--- config.mk ---
export PLATFORM = sky130hd
export DESIGN_NAME = ibr_top
export DESIGN_NICKNAME = d
export VERILOG_FILES = /design/src/ibr_pkg.sv /design/src/ibr_top.sv
export SDC_FILE = /design/constraint.sdc
export NUM_CORES = 1
export LEC_CHECK = 0
export CORE_MARGIN = 5
export CORE_UTILIZATION = 35
export DETAILED_ROUTE_END_ITERATION = 10
export DONT_BUFFER_PORTS = 1
export PLACE_DENSITY = 0.6
export SYNTH_ARGS = -nofsm -noshare
export SYNTH_HDL_FRONTEND = slang
export SYNTH_SLANG_ARGS = --single-unit
--- constraint.sdc ---
create_clock -name hclk -period 5.3 [get_ports hclk]
set_clock_uncertainty 0.05 [all_clocks]
set_input_delay 1.325 -clock hclk [delete_from_list [all_inputs] [get_ports hclk]]
set_output_delay 1.325 -clock hclk [all_outputs]
set_load 0.01 [all_outputs]
--- src/ibr_pkg.sv ---
// Package: register map, field layout, reset values and types for the bit-rate and own-address block
package ibr_pkg;

  // ****************************************************************
  // Register map (byte addresses, one word each)
  // ****************************************************************
  localparam logic [7:0] ADDR_TARGET_ID = 8'h00;
  localparam logic [7:0] ADDR_BIT_RATE = 8'h04;
  localparam logic [7:0] ADDR_STATUS = 8'h08;

  // ****************************************************************
  // Field layout and reset values
  // ****************************************************************
  localparam int SCALE_MSB = 7;
  localparam int SCALE_LSB = 6;
  localparam int CODE_MSB = 5;
  localparam int CODE_LSB = 0;
  localparam int STAT_ADDRESSED_BIT = 0;
  localparam int STAT_SCL_BIT = 1;
  localparam logic [7:0] RST_TARGET_ID = 8'h00;
  localparam logic [7:0] RST_BIT_RATE = 8'h00;

  // Multiplier codes
  localparam logic [1:0] SCALE_X1 = 2'h0;
  localparam logic [1:0] SCALE_X2 = 2'h1;
  localparam logic [1:0] SCALE_X4 = 2'h2;

  // ****************************************************************
  // Types
  // ****************************************************************
  typedef enum logic [1:0] {
    IBR_PH_LOW = 2'b00,
    IBR_PH_HIGH = 2'b01
  } ibr_phase_t;

endpackage

--- src/ibr_top.sv ---
// Bit-rate generator and own target address with an AHB-Lite register slave
`timescale 1ns/1ps
`default_nettype none

module ibr_top (
  // Clock and reset
  input wire logic hclk,
  input wire logic hresetn,
  // AHB-Lite slave
  input wire logic hsel,
  input wire logic [31:0] haddr,
  input wire logic [1:0] htrans,
  input wire logic hwrite,
  input wire logic [2:0] hsize,
  input wire logic [31:0] hwdata,
  input wire logic hready,
  output logic [31:0] hrdata,
  output logic hreadyout,
  output logic hresp,
  // Byte engine side
  input wire logic scl_run,
  input wire logic addr_valid,
  input wire logic [6:0] call_addr,
  input wire logic target_clear,
  input wire logic sda_change_req,
  output logic scl_out,
  output logic sda_change_en,
  output logic addressed_as_target_flag
);
  import ibr_pkg::*;

  // ****************************************************************
  // State
  // ****************************************************************
  typedef struct packed {
    logic [7:0] target_id_register;
    logic [7:0] bit_rate_register;
    logic wr_pend;
    logic [7:0] wr_addr;
    logic [31:0] rdata;
    ibr_phase_t phase;
    logic [13:0] cnt;
    logic scl;
    logic [9:0] hold_cnt;
    logic hold_busy;
    logic sda_en;
    logic flag;
  } ibr_state_t;

  ibr_state_t cur_ff;
  ibr_state_t nxt_ff;

  logic [11:0] div_sel;
  logic [9:0] hold_sel;
  logic [13:0] period;
  logic [13:0] half;
  logic addr_phase;

  always_comb begin
    // Fixed rate table: serial clock divider per rate code
    case (cur_ff.bit_rate_register[CODE_MSB:CODE_LSB])
      6'h00: div_sel = 12'h014;
      6'h01: div_sel = 12'h016;
      6'h02: div_sel = 12'h018;
      6'h03: div_sel = 12'h01a;
      6'h04: div_sel = 12'h01c;
      6'h05: div_sel = 12'h01e;
      6'h06: div_sel = 12'h022;
      6'h07: div_sel = 12'h028;
      6'h08: div_sel = 12'h01c;
      6'h09: div_sel = 12'h020;
      6'h0a: div_sel = 12'h024;
      6'h0b: div_sel = 12'h028;
      6'h0c: div_sel = 12'h02c;
      6'h0d: div_sel = 12'h030;
      6'h0e: div_sel = 12'h038;
      6'h0f: div_sel = 12'h044;
      6'h10: div_sel = 12'h030;
      6'h11: div_sel = 12'h038;
      6'h12: div_sel = 12'h040;
      6'h13: div_sel = 12'h048;
      6'h14: div_sel = 12'h050;
      6'h15: div_sel = 12'h058;
      6'h16: div_sel = 12'h068;
      6'h17: div_sel = 12'h080;
      6'h18: div_sel = 12'h050;
      6'h19: div_sel = 12'h060;
      6'h1a: div_sel = 12'h070;
      6'h1b: div_sel = 12'h080;
      6'h1c: div_sel = 12'h090;
      6'h1d: div_sel = 12'h0a0;
      6'h1e: div_sel = 12'h0c0;
      6'h1f: div_sel = 12'h0f0;
      6'h20: div_sel = 12'h0a0;
      6'h21: div_sel = 12'h0c0;
      6'h22: div_sel = 12'h0e0;
      6'h23: div_sel = 12'h100;
      6'h24: div_sel = 12'h120;
      6'h25: div_sel = 12'h140;
      6'h26: div_sel = 12'h180;
      6'h27: div_sel = 12'h1e0;
      6'h28: div_sel = 12'h140;
      6'h29: div_sel = 12'h180;
      6'h2a: div_sel = 12'h1c0;
      6'h2b: div_sel = 12'h200;
      6'h2c: div_sel = 12'h240;
      6'h2d: div_sel = 12'h280;
      6'h2e: div_sel = 12'h300;
      6'h2f: div_sel = 12'h3c0;
      6'h30: div_sel = 12'h280;
      6'h31: div_sel = 12'h300;
      6'h32: div_sel = 12'h380;
      6'h33: div_sel = 12'h400;
      6'h34: div_sel = 12'h480;
      6'h35: div_sel = 12'h500;
      6'h36: div_sel = 12'h600;
      6'h37: div_sel = 12'h780;
      6'h38: div_sel = 12'h500;
      6'h39: div_sel = 12'h600;
      6'h3a: div_sel = 12'h700;
      6'h3b: div_sel = 12'h800;
      6'h3c: div_sel = 12'h900;
      6'h3d: div_sel = 12'ha00;
      6'h3e: div_sel = 12'hc00;
      6'h3f: div_sel = 12'hf00;
      default: div_sel = 12'h014;
    endcase
    // Hold values come in pairs of codes, so the lowest code bit is left out
    case (cur_ff.bit_rate_register[CODE_MSB:CODE_LSB + 1])
      5'h00: hold_sel = 10'h007;
      5'h01: hold_sel = 10'h008;
      5'h02: hold_sel = 10'h009;
      5'h03: hold_sel = 10'h00a;
      5'h04: hold_sel = 10'h007;
      5'h05: hold_sel = 10'h009;
      5'h06: hold_sel = 10'h00b;
      5'h07: hold_sel = 10'h00d;
      5'h08: hold_sel = 10'h009;
      5'h09: hold_sel = 10'h00d;
      5'h0a: hold_sel = 10'h011;
      5'h0b: hold_sel = 10'h015;
      5'h0c: hold_sel = 10'h009;
      5'h0d: hold_sel = 10'h011;
      5'h0e: hold_sel = 10'h019;
      5'h0f: hold_sel = 10'h021;
      5'h10: hold_sel = 10'h011;
      5'h11: hold_sel = 10'h021;
      5'h12: hold_sel = 10'h031;
      5'h13: hold_sel = 10'h041;
      5'h14: hold_sel = 10'h021;
      5'h15: hold_sel = 10'h041;
      5'h16: hold_sel = 10'h061;
      5'h17: hold_sel = 10'h081;
      5'h18: hold_sel = 10'h041;
      5'h19: hold_sel = 10'h081;
      5'h1a: hold_sel = 10'h0c1;
      5'h1b: hold_sel = 10'h101;
      5'h1c: hold_sel = 10'h081;
      5'h1d: hold_sel = 10'h101;
      5'h1e: hold_sel = 10'h181;
      5'h1f: hold_sel = 10'h201;
      default: hold_sel = 10'h007;
    endcase
    // Reserved factor code falls back to x1 so the divider never stalls
    case (cur_ff.bit_rate_register[SCALE_MSB:SCALE_LSB])
      SCALE_X2: period = {1'b0, div_sel, 1'b0};
      SCALE_X4: period = {div_sel, 2'b00};
      default: period = {2'b00, div_sel};
    endcase
    half = {1'b0, period[13:1]};
    addr_phase = hsel && hready && htrans[1];
  end

  always_comb begin
    nxt_ff = cur_ff;
    // ****************************************************************
    // Register slave: writes commit in the data phase
    // ****************************************************************
    nxt_ff.wr_pend = addr_phase && hwrite;
    nxt_ff.wr_addr = haddr[7:0];
    if (cur_ff.wr_pend) begin
      case (cur_ff.wr_addr)
        ADDR_TARGET_ID: nxt_ff.target_id_register = hwdata[7:0];
        ADDR_BIT_RATE: nxt_ff.bit_rate_register = hwdata[7:0];
        default: ;
      endcase
    end
    if (addr_phase && !hwrite) begin
      case (haddr[7:0])
        ADDR_TARGET_ID: nxt_ff.rdata = {24'h000000, cur_ff.target_id_register};
        ADDR_BIT_RATE: nxt_ff.rdata = {24'h000000, cur_ff.bit_rate_register};
        ADDR_STATUS: nxt_ff.rdata = {30'h0, cur_ff.scl, cur_ff.flag};
        default: nxt_ff.rdata = 32'h00000000;
      endcase
    end
    // ****************************************************************
    // Serial clock: high half then low half of rate_scale_factor*divider cycles
    // ****************************************************************
    if (!scl_run) begin
      nxt_ff.cnt = 14'h0000;
      nxt_ff.phase = IBR_PH_HIGH;
      nxt_ff.scl = 1'b1;
    end else begin
      case (cur_ff.phase)
        IBR_PH_HIGH: begin
          if (cur_ff.cnt + 14'h0001 >= period - half) begin
            nxt_ff.cnt = 14'h0000;
            nxt_ff.phase = IBR_PH_LOW;
            nxt_ff.scl = 1'b0;
          end else begin
            nxt_ff.cnt = cur_ff.cnt + 14'h0001;
          end
        end
        IBR_PH_LOW: begin
          if (cur_ff.cnt + 14'h0001 >= half) begin
            nxt_ff.cnt = 14'h0000;
            nxt_ff.phase = IBR_PH_HIGH;
            nxt_ff.scl = 1'b1;
          end else begin
            nxt_ff.cnt = cur_ff.cnt + 14'h0001;
          end
        end
        default: begin
          nxt_ff.cnt = 14'h0000;
          nxt_ff.phase = IBR_PH_HIGH;
        end
      endcase
    end
    // ****************************************************************
    // Data hold: a change is allowed hold cycles after scl falls
    // ****************************************************************
    nxt_ff.sda_en = 1'b0;
    if (cur_ff.scl && !nxt_ff.scl) begin
      nxt_ff.hold_busy = 1'b1;
      nxt_ff.hold_cnt = 10'h001;
    end else if (cur_ff.hold_busy) begin
      if (cur_ff.hold_cnt >= hold_sel) begin
        nxt_ff.hold_busy = 1'b0;
        nxt_ff.sda_en = sda_change_req;
      end else begin
        nxt_ff.hold_cnt = cur_ff.hold_cnt + 10'h001;
      end
    end
    // ****************************************************************
    // Address match; a match in the clearing cycle wins
    // ****************************************************************
    if (target_clear) begin
      nxt_ff.flag = 1'b0;
    end
    if (addr_valid && call_addr == cur_ff.target_id_register[7:1]) begin
      nxt_ff.flag = 1'b1;
    end
  end

  always_ff @(posedge hclk or negedge hresetn) begin
    if (!hresetn) begin
      cur_ff <= '{target_id_register: RST_TARGET_ID, bit_rate_register: RST_BIT_RATE, wr_pend: 1'b0,
                  wr_addr: 8'h00, rdata: 32'h00000000, phase: IBR_PH_HIGH, cnt: 14'h0000, scl: 1'b1,
                  hold_cnt: 10'h000, hold_busy: 1'b0, sda_en: 1'b0, flag: 1'b0};
    end else begin
      cur_ff <= nxt_ff;
    end
  end

  assign hrdata = cur_ff.rdata;
  assign hreadyout = 1'b1;
  assign hresp = 1'b0;
  assign scl_out = cur_ff.scl;
  assign sda_change_en = cur_ff.sda_en;
  assign addressed_as_target_flag = cur_ff.flag;

endmodule

`default_nettype wire

# Word level (Yosys, flattened, before mapping)
# Memory sizes are Yosys's and may differ from the RTL's.
# Cells that the tools add are included.
dict set report totals {
  romBits 1024
  out_inout_bits 37
  mem_count 2
  reg_bits 87
  elab_cells 65
  input_bits 85
}
# memory depth word_bits rd rd_ports_with_merged_regs write_ports line
set memory_table {}
lappend memory_table {{(name not given)} 64 11 1 0 0 ibr_top.sv:61} ;# case (cur_ff.bit_rate_register[CODE_MSB:CODE_LSB])
lappend memory_table {{(name not given)} 32 10 1 0 0 ibr_top.sv:129} ;# case (cur_ff.bit_rate_register[CODE_MSB:CODE_LSB + 1])
dict set report classes {
  order_cmp 3
  add_sub_neg 3
  n_reduce_logical 17
  eq_ne 10
  mux 18
}
# cell count
set op_table {}
lappend op_table {{16-bit case mux with 2 select lines} 1}
lappend op_table {{14-bit 2-to-1 mux} 2}
lappend op_table {{14-bit case mux with 2 select lines} 1}
lappend op_table {{8-bit case mux with 3 select lines} 1}
lappend op_table {{17-bit 2-to-1 mux} 1}
lappend op_table {{8-bit by 3-bit equality test with 1-bit output, second input constant} 2}
lappend op_table {{8-bit zero test} 2}
lappend op_table {{14-bit by 1-bit adder with 14-bit output, second input constant} 1}
lappend op_table {{14-bit by 13-bit >= comparator with 1-bit output} 1}
lappend op_table {{14-bit >= comparator} 1}
lappend op_table {{14-bit by 13-bit subtractor with 14-bit output} 1}
lappend op_table {{12-bit 2-to-1 mux} 1}
lappend op_table {{11-bit 2-to-1 mux} 1}
lappend op_table {{10-bit by 1-bit adder with 10-bit output, second input constant} 1}
lappend op_table {{10-bit >= comparator} 1}
lappend op_table {{10-bit 2-to-1 mux} 1}
lappend op_table {{8-bit by 4-bit equality test with 1-bit output, second input constant} 1}
lappend op_table {{2-bit AND reduction} 4}
lappend op_table {{7-bit equality test} 1}
lappend op_table {{1-bit logical AND} 6}
lappend op_table {{2-bit 2-to-1 mux} 3}
lappend op_table {{3-bit != test, second input constant} 2}
lappend op_table {{1-bit 2-to-1 mux} 5}
lappend op_table {{2-bit by 1-bit equality test with 1-bit output, second input constant} 2}
lappend op_table {{6 further kinds} 8}

# Logic depth before layout (Yosys ltp)
# Gate-level depths: netlist of run 1.
dict set report logic_depth {
  word_depth 11
  ltp_mapped 23
  ltp_nobuf 22
}

# Worst setup path before layout of run 1
# OpenSTA, ideal clock, no wires.
dict set report synth_timing {
  kind {flip-flop to flip-flop}
  start {register cur_ff[72] (netlist name)}
  end {register cur_ff[25] (netlist name)}
  stages_incl_launch_ff 21
  slack_ns 0.404
  path_buffers 1
  period_less_slack_ns 4.896
  arrival_ns 4.777
  cell_sequence {dfrtp_1 inv_1 ha_1 inv_1 mux4_2 o31ai_2 a22oi_1 o21a_1 ha_1 a21oi_1 o211ai_1 o21ai_0 nand2_1 xnor2_1 ha_1 and4_1 a221o_1 a311oi_2 o2111ai_2 buf_6 nor2b_2}
}
# item line
set synth_lines {}
lappend synth_lines {{start, declared} ibr_top.sv:50} ;# ibr_state_t cur_ff;
lappend synth_lines {{start signal, assigned} ibr_top.sv:257} ;# cur_ff <= '{target_id_register: RST_TARGET_ID, bit_rate_register: RST_BIT_RATE, wr_pend: 1'b0,
lappend synth_lines {{start signal, assigned} ibr_top.sv:261} ;# cur_ff <= nxt_ff;

==> results of run 1 <==
## through the flow
stage	instance area, µm²	power (mW)	hold WS [ns]
5_1_grt	6033	1.658	0.4661
2_1_floorplan	5435	0.8413	0.4010
6_report	6033	1.567	0.4377
3_5_place_dp	5494	0.9221	0.4390
3_3_place_gp	5494	0.9119	0.4402
4_1_cts	5821	1.531	0.4466
## cell type report
| cell class | instances | area [µm²] | share of cell area |
|---|---|---|---|
| repair buffers | 30 | 246.5 | 0.04085 |
| flip-flops and latches | 62 | 1554 | 0.2576 |
| multi-input cells | 471 | 3588 | 0.5948 |
| clock buffers | 10 | 229.0 | 0.03795 |
| clock inverters | 6 | 71.32 | 0.01182 |
| well taps | 188 | 235.2 | 0.03899 |
| inverters | 29 | 108.9 | 0.01804 |
## worst paths after layout
kind / from / to / slack [ns]
worst max register to register: cur_ff[71] / cur_ff[2] / 0.12
worst min-delay path: cur_ff[14] / cur_ff[14] / 0.44
worst max-delay path: cur_ff[71] / cur_ff[2] / 0.12
max in group asynchronous: hresetn / cur_ff[28] / 4.38
worst min register to register: cur_ff[14] / cur_ff[14] / 0.44
min in group asynchronous: hresetn / cur_ff[83] / 0.63
## cell families after synthesis
group	Yosys count
compound gates	148
xor+xnor	31
fa+ha+maj	58
buf+inv	82
flops	62
mux	33
other cells	2
simple gates	175
## per-layer routing
layer	track usage	vias to the layer above
met5	0	-
met4	0.04686	0
met3	0.03776	15
met1	0.1826	2094
li1	-	2115
met2	0.2260	112
## synth_stat cells, types with 2 or more instances
cell type | n | area, µm²
a211o_1 | 2 | 17.52
a21o_1 | 15 | 112.6
a21oi_1 | 29 | 145.1
a22oi_1 | 5 | 37.54
a31oi_1 | 5 | 31.28
and2_1 | 2 | 12.51
and3_1 | 10 | 62.56
and4_1 | 5 | 43.79
buf_2 | 6 | 30.03
buf_4 | 34 | 255.2
buf_6 | 2 | 22.52
clkbuf_1 | 11 | 41.29
clkinv_1 | 2 | 7.510
conb_1 | 2 | 7.510
dfrtp_1 | 60 | 1501
dfstp_2 | 2 | 52.55
ha_1 | 58 | 725.7
inv_1 | 25 | 93.84
inv_2 | 2 | 7.510
mux2_2 | 18 | 202.7
mux2i_1 | 11 | 110.1
mux4_2 | 3 | 67.56
nand2_1 | 52 | 195.2
nand2b_1 | 7 | 43.79
nand3_1 | 17 | 85.08
nand4_1 | 9 | 56.30
nor2_1 | 26 | 97.59
nor2b_1 | 11 | 68.82
nor2b_2 | 8 | 70.07
nor3_1 | 9 | 45.04
nor4_1 | 2 | 12.51
nor4b_1 | 2 | 17.52
o2111ai_1 | 3 | 26.28
o211ai_1 | 7 | 52.55
o21a_1 | 9 | 67.56
o21ai_0 | 35 | 175.2
o21ai_1 | 8 | 40.04
o22ai_1 | 3 | 18.77
o31ai_1 | 5 | 37.54
or3_1 | 4 | 25.02
or4_1 | 6 | 45.04
xnor2_1 | 21 | 183.9
xor2_1 | 10 | 87.58
## what timing repair did
item	in CTS	in global routing
resized for setup	6	34
setup endpoints to repair	25	27
setup buffers	0	8
gates cloned	0	1
pin swaps	0	16
endpoints found under the hold margin	0	0
## registers in the layout (all words and copies together), names as in the netlist
signal and cells:
addressed_as_target_flag 1, cur_ff 51, hrdata 8, scl_out 1
sda_change_en 1
## power by group
group	internal (mW)	switching [mW]	total [mW]	leakage, nW
sequential	0.487	0.0132	0.501	0.769
clock	0.367	0.230	0.597	0.139
combinational	0.204	0.266	0.469	1.78
## layout by cell type (no fill, tap or decap), types with 10 or more instances in the layout
| master | synthesis | routed |
|---|---|---|
| a21oi_1 | 29 | 23 |
| xnor2_1 | 21 | 21 |
| a21o_1 | 15 | 15 |
| dfrtp_1 | 60 | 60 |
| buf_4 | 34 | 25 |
| conb_1 | 2 | 26 |
| nand3_1 | 17 | 17 |
| ha_1 | 58 | 54 |
| xor2_1 | 10 | 10 |
| nor2b_2 | 8 | 10 |
| nor2_1 | 26 | 25 |
| nand2_1 | 52 | 52 |
| o21ai_0 | 35 | 31 |
| inv_1 | 25 | 23 |
| mux2_2 | 18 | 18 |
| mux2i_1 | 11 | 11 |
## critical path, cell delays in order, from the launching register on
cell and delay (ns):
dfrtp_1 0.34, inv_1 0.09, ha_4 0.33, inv_2 0.05
mux4_2 0.47, o31ai_4 0.33, a22oi_2 0.13, nor2_2 0.17
a21o_1 0.14, ha_4 0.21, buf_6 0.12, and4_4 0.17
and3_4 0.18, a21oi_4 0.11, o211ai_1 0.13, buf_4 0.16
xnor2_1 0.16, ha_1 0.27, and4_1 0.21, a221o_1 0.41
a311oi_4 0.26, buf_4 0.19, nor3_4 0.04, buf_12 0.15
nand2b_1 0.13
==> flow_summary.ini, run 1 <==
[detailed_routing]
drt-pass1-iter-count = 5
met1Wirelength_um = 5673
routed.top_layer = met4
ant_nets = 0
drc_errors = 0
wl_met3_um = 730
route.met2.wl_um = 6108
vias_per_cell = 5.447
routedWlPerCell_um = 15.97
vias = 4336
wl_um = 12710
drt_iter0_drc = 330

[placement]
preCtsSetupSlack_ns = -0.1115
dp_cells = 773
numPortBuffers = 0
place_congestion = 0.8923
dpl.hpwl_um = 9620

[cells_and_area]
drive_above_1_share = 0.1875
area_growth_pct = 12.87
final_core_util = 0.3998
n_fill_cell = 1476
n_antenna_cell = 0
finalNetCount = 746
stdcell_count = 796

[die]
initial_core_util = 0.3542
num_rows = 45
core_mm2 = 0.01509
die_w_um = 133.6
ios = 122
die-area_mm2 = 0.01784
chipHeight_um = 133.6

[synthesis]
synth_cell_types = 71
synth_edf_count = 0
synth_mux_area_frac = 0.07374
postSynthCellCount = 591
synth_compound_area_frac = 0.1882
ys.flop_type = dfrtp_1
synth_top_family_by_area = compound AO/OA/AOI/OAI gates
ys_ff_latch = 62
synth-simple-area-share = 0.1737
async_reset_ff_frac = 1.000
synthAdderAreaFrac = 0.1358
ys_seq_area_frac = 0.2907
syn_avg_cell_area_um2 = 9.044
netlist_area_mm2 = 0.005345
synth_warnings = 0
synth_xor_area_frac = 0.05080

[clocking]
clk_pin_slew_ns = 0.06
cts_root_buf = clkbuf_16
cts_buffers = 9
cts_tree = done
cts.path.max_buffers = 2
cts_htree_levels = 3
insertion_delay_ns = 0.34
holdBufCountCts = 0
clock-sinks = 62

[outcome]
status = finished, final reports clean

[setup_path]
crit_path_start_kind = flip-flop
crit_fanout = 12
path_class = reg -> reg
worstPathRequired_ns = 5.46
reg2reg_depth = 24
worstSetupEndpointType = flip-flop
cp.arrival_ns = 5.33

[timing]
tightestPinTransition_ns = 0.7562
post-route-period-util = 0.9766
fmaxAchievable_mhz = 193.2
fin_crit_ns = 5.176
hold_viol = 0
drv_slew = 0
rsz0062_at_grt = yes
setup_viol = 0
max-slew-margin-rel = 0.4940
fin_ws_ns = 0.1242
tns_ns = 0

[grt]
globalRouteOverflowTotal = 0
antenna_found_initial = 0
grt_pass1_wl_um = 20390
first_global_vias = 4267
grt_usage = 0.1403
grt_start_max_net_pins = 63

[power_and_ir_drop]
power_density_mw_per_mm2 = 259.7
vdd_drop_max_mv = 0.2111
p_leak_nw = 2.686

[run]
max_cap_violations = 0

[hold_path]
min_delay_path_depth = 1
hold_path.class = reg -> reg
Power figures use the tool's default switching activity.
==> run 2, diff against run 1 <==
- CELL_PAD_IN_SITES_DETAIL_PLACEMENT: unset -> 1
- CELL_PAD_IN_SITES_GLOBAL_PLACEMENT: unset -> 1
- PLACE_DENSITY: 0.6 -> 0.72
==> run 2 against run 1 <==
  * Via count grew 1.2%
  * Setup slack gained 0.11 ns
  * Sequential power is essentially flat
  * Critical path depth shrank 1
  * Clock-buffer cell count grew 3
  * Final area grew 0.85%
  * Critical endpoint is now cur_ff[16]
  * Wire length grew 15%
==> flow_summary.ini, run 2 (synthesis results as in run 1) <==
[cells_and_area]
largest_register_ff_count = 51
finalNetCount = 752
n_fill_cell = 1750
area_growth_pct = 13.83
stdcell_count = 802
n_antenna_cell = 0
layout_commonest_cell = dfrtp_1
final_core_util = 0.4032
drive_above_1_share = 0.1971
final_cell_mix = dfrtp_1, ha_1, nand2_1
largest-register = cur_ff
design_area_mm2 = 0.006085

[die]
initial_core_util = 0.3542
chipHeight_um = 133.6
core_mm2 = 0.01509
ios = 122
die_w_um = 133.6
die-area_mm2 = 0.01784
num_rows = 45

[setup_path]
crit_path_max_incr_delay_ns = 0.48
crit_path_start_kind = flip-flop
worst-path-buf-inv = 3
path_cells = inv_2, ha_4, inv_2, mux4_2, o31ai_4, a22oi_2, nor2_2, a21oi_2, ha_1, and4_1, and3_4, a21oi_4, o21ai_2, o41ai_2, xor2_1, ha_2, a21o_1, a21o_1, a21o_1, a311oi_4, o2111ai_2, buf_6, nor2b_1
cpMaxStageDelayCell = mux4_2
path_class = reg -> reg
worstSetupEndpointType = flip-flop
crit_fanout = 7
path_delay_family = compound AO/OA/AOI/OAI gates
worstPathRequired_ns = 5.50
crit_top_cell = a21o_1
cp.arrival_ns = 5.27

[detailed_routing]
wl_um = 14590
vias_per_cell = 5.474
drc_errors = 0
wl_met3_um = 386
route.met2.wl_um = 7802
routed.top_layer = met4
met1Wirelength_um = 6217
routedWlPerCell_um = 18.20
drt_iter0_drc = 99
ant_nets = 0
drt-pass1-iter-count = 5
vias = 4390

[timing]
fin_crit_ns = 5.067
drv_slew = 0
fmaxAchievable_mhz = 197.3
post-route-period-util = 0.9561
max-slew-margin-rel = 0.5119
setup_viol = 0
whs_ns = 0.4725
hold_viol = 0
tightestPinTransition_ns = 0.7272

[hold_path]
hold_path.class = reg -> reg

[placement]
place_congestion = 0.8727
numPortBuffers = 0
dpl.hpwl_um = 11380
dp_cells = 778
dpl_cell_area_mm2 = 0.005544

[grt]
globalRouteOverflowTotal = 0
first_global_vias = 4649
grt_pass1_wl_um = 23490
grt_usage = 0.1617
antenna_found_initial = 0
grt_start_max_net_pins = 63

[power_and_ir_drop]
p_leak_nw = 2.710
power_mw = 1.586
power_density_mw_per_mm2 = 260.7
vdd_drop_max_mv = 0.1755

[outcome]
status = finished, final reports clean

[clocking]
cts.path.max_buffers = 2
cts_tree = done
insertion_delay_ns = 0.33
holdBufCountCts = 0
clock-sinks = 62
clk_pin_slew_ns = 0.05
cts_buffers = 9
cts_htree_levels = 3
cts_root_buf = clkbuf_16

[run]
max_cap_violations = 0
run 2: changes by cell type in the layout (fill, tap and decap cells not counted), sizes merged:
cell / before / now
clkbuf: 10 / 13
clkinvlp: 2 / 1
clkinv: 4 / 3
buf: 30 / 36
inv: 28 / 27
run 2: per-layer routing:
layer  up-vias  track usage
li1       2123            -
met1      2204       0.1920
met2        49       0.2985
met3        14      0.02870
met4         0      0.04457
met5         -            0
run 2: final timing paths:
path,start,endpoint,slack [ns],cells past startpoint
hold / removal,cur_ff[14],cur_ff[14],0.47,1
setup reg to reg,cur_ff[71],cur_ff[16],0.23,23
hold reg to reg,cur_ff[14],cur_ff[14],0.47,1
min in group asynchronous,hresetn,cur_ff[7],0.64,0
setup / recovery,cur_ff[71],cur_ff[16],0.23,23
max in group asynchronous,hresetn,scl_out,4.36,0
run 2: what timing repair did:
item	in CTS	in global routing
resized for setup	4	40
pin swaps	0	16
setup endpoints to repair	25	28
buffers inserted	0	8
run 2: cell type report:
cell class	instances	area [µm²]	share of cell area
clock buffers	13	260.3	0.04277
clock inverters	3	42.54	0.006992
inverters	29	108.9	0.01789
multi-input cells	471	3588	0.5898
flip-flops and latches	62	1555	0.2556
well taps	188	235.2	0.03866
repair buffers	36	294.0	0.04832
run 2: stage by stage:
| step | setup slack, ns | setup TNS, ns |
|---|---|---|
| after floorplan | 0.4044 | 0 |
| after global placement | 0.04626 | 0 |
| after detailed placement | -0.09268 | -0.9309 |
| after CTS | 0.002455 | 0 |
| after global routing | -0.03562 | -0.1628 |
| final | 0.2327 | 0 |
run 2: report_power, final:
part	internal (mW)	leakage, nW	total, mW	switching (mW)
sequential	0.488	0.768	0.503	0.0153
clock	0.389	0.146	0.591	0.203
combinational	0.213	1.80	0.492	0.279
==> run 3, diff against run 2 <==
- CTS_BUF_LIST: unset -> sky130_fd_sc_hd__clkbuf_2 sky130_fd_sc_hd__clkbuf_4 sky130_fd_sc_hd__clkbuf_8
==> run 3 against run 2 <==
  * Clock power shrank 26%
  * Largest power group is now registers
  * Utilization shrank 0.61 points
  * Setup slack gained 0.038 ns
  * Die area is the same
  * Worst hold slack is essentially flat
==> flow_summary.ini, run 3 (synthesis results as in run 1) <==
[clocking]
cts.path.max_buffers = 2
cts_htree_levels = 3
holdBufCountCts = 0
cts_tree = done
cts_buffers = 9
insertion_delay_ns = 0.34
clk_pin_slew_ns = 0.07
cts_root_buf = clkbuf_8
clock-sinks = 62

[power_and_ir_drop]
p_leak_nw = 2.670
power_mw = 1.431
power_density_mw_per_mm2 = 238.8
vdd_drop_max_mv = 0.1398

[hold_path]
hold_path.class = reg -> reg
min_delay_path_depth = 1
holdPathEnd = cur_ff[79]
min_from = cur_ff[79]

[setup_path]
worstPathRequired_ns = 5.52
r2r-end = cur_ff[16]
reg2reg_depth = 23
path_class = reg -> reg
rrSetupSlack_ns = 0.27
crit_fanout = 7
crit_path_start_kind = flip-flop
r2r-start = cur_ff[71]
cp.arrival_ns = 5.25
worstSetupEndpointType = flip-flop

[placement]
place_congestion = 0.8727
dpl_cell_area_mm2 = 0.005544
numPortBuffers = 0
dp_cells = 778
dpl.hpwl_um = 11380

[die]
ios = 122
die_w_um = 133.6
chipHeight_um = 133.6
die-area_mm2 = 0.01784
num_rows = 45
core_mm2 = 0.01509
initial_core_util = 0.3542

[detailed_routing]
drt-pass1-iter-count = 4
wl_um = 14480
routedWlPerCell_um = 18.05
drc_errors = 0
drt_iter0_drc = 107
vias = 4386
vias_per_cell = 5.469
ant_nets = 0

[cells_and_area]
design_area_mm2 = 0.005993
n_fill_cell = 1759
n_antenna_cell = 0
area_growth_pct = 12.13
largest-register = cur_ff
largest_register_ff_count = 51
stdcell_count = 802
finalNetCount = 752
layout_commonest_cell = dfrtp_1
drive_above_1_share = 0.2020
final_cell_mix = dfrtp_1, ha_1, nand2_1
final_core_util = 0.3972

[grt]
grt_start_max_net_pins = 63
first_global_vias = 4642
grt_usage = 0.1608
antenna_found_initial = 0
globalRouteOverflowTotal = 0
grt_pass1_wl_um = 23360

[timing]
hold_viol = 0
fin_crit_ns = 5.030
max-slew-margin-rel = 0.5062
tightestPinTransition_ns = 0.7380
setup_viol = 0
fmaxAchievable_mhz = 198.8
drv_slew = 0
tns_ns = 0
post-route-period-util = 0.9490

[outcome]
status = finished, final reports clean

[run]
max_cap_violations = 0
run 3: cell counts in the layout (fill, tap and decap cells not counted):
Identical to the previous run, type by type.
run 3: what timing repair did:
| item | in CTS | in global routing |
|---|---|---|
| pin swaps | 0 | 17 |
| setup buffers | 0 | 8 |
| setup endpoints to repair | 25 | 28 |
| gates resized for setup | 4 | 41 |
run 3: layout make-up:
| cell class | instances | area, µm² | area share |
|---|---|---|---|
| Clock buffer | 13 | 166.4 | 0.02777 |
| Sequential cell | 62 | 1555 | 0.2595 |
| Multi-Input combinational cell | 471 | 3591 | 0.5992 |
| Clock inverter | 3 | 42.54 | 0.007098 |
| Inverter | 29 | 108.9 | 0.01816 |
| Timing Repair Buffer | 36 | 294.0 | 0.04906 |
| Tap cell | 188 | 235.2 | 0.03925 |
run 3: critical path, cell delays in order, from the launching register on:
cell	delay (ns)
dfrtp_1	0.36
inv_2	0.07
ha_4	0.30
inv_2	0.05
mux4_2	0.48
o31ai_4	0.31
a22oi_2	0.13
nor2_2	0.18
a21oi_2	0.07
ha_1	0.33
and4_1	0.21
and3_4	0.19
a21oi_4	0.12
o21ai_2	0.08
o41ai_2	0.42
xor2_1	0.13
ha_2	0.18
a21o_1	0.15
a21o_1	0.15
a21o_1	0.20
a311oi_4	0.34
o2111ai_2	0.17
buf_6	0.18
nor2b_1	0.12
run 3: layer usage:
layer | global-route usage | routed length, µm | up-vias
met3 | 0.02832 | 354 | 20
li1 | - | - | 2122
met1 | 0.1883 | 6186 | 2196
met4 | 0.05029 | 244 | 0
met2 | 0.2974 | 7694 | 48
met5 | 0 | 0 | -
run 3: worst max path at each step:
| stage | endpoint | cells past startpoint | slack (ns) | startpoint |
|---|---|---|---|---|
| global placement | cur_ff[2] | 23 | 0.05 | cur_ff[71] |
| finish | cur_ff[16] | 23 | 0.27 | cur_ff[71] |
| floorplan | cur_ff[25] | 20 | 0.40 | cur_ff[72] |
| CTS | cur_ff[2] | 23 | 0.01 | cur_ff[71] |
| global route | cur_ff[16] | 23 | -0.03 | cur_ff[72] |
| detailed placement | cur_ff[2] | 21 | -0.09 | cur_ff[71] |
run 3: where the power goes:
part	internal, mW	switching (mW)
sequential	0.487	0.0152
combinational	0.213	0.278
clock	0.253	0.185
run 3: metrics by stage:
step	setup slack [ns]	hold WS [ns]
5_1_grt	-0.02914	0.4982
3_3_place_gp	0.04626	0.4394
3_5_place_dp	-0.09268	0.4653
6_report	0.2705	0.4722
4_1_cts	0.01295	0.4810
2_1_floorplan	0.4044	0.4010
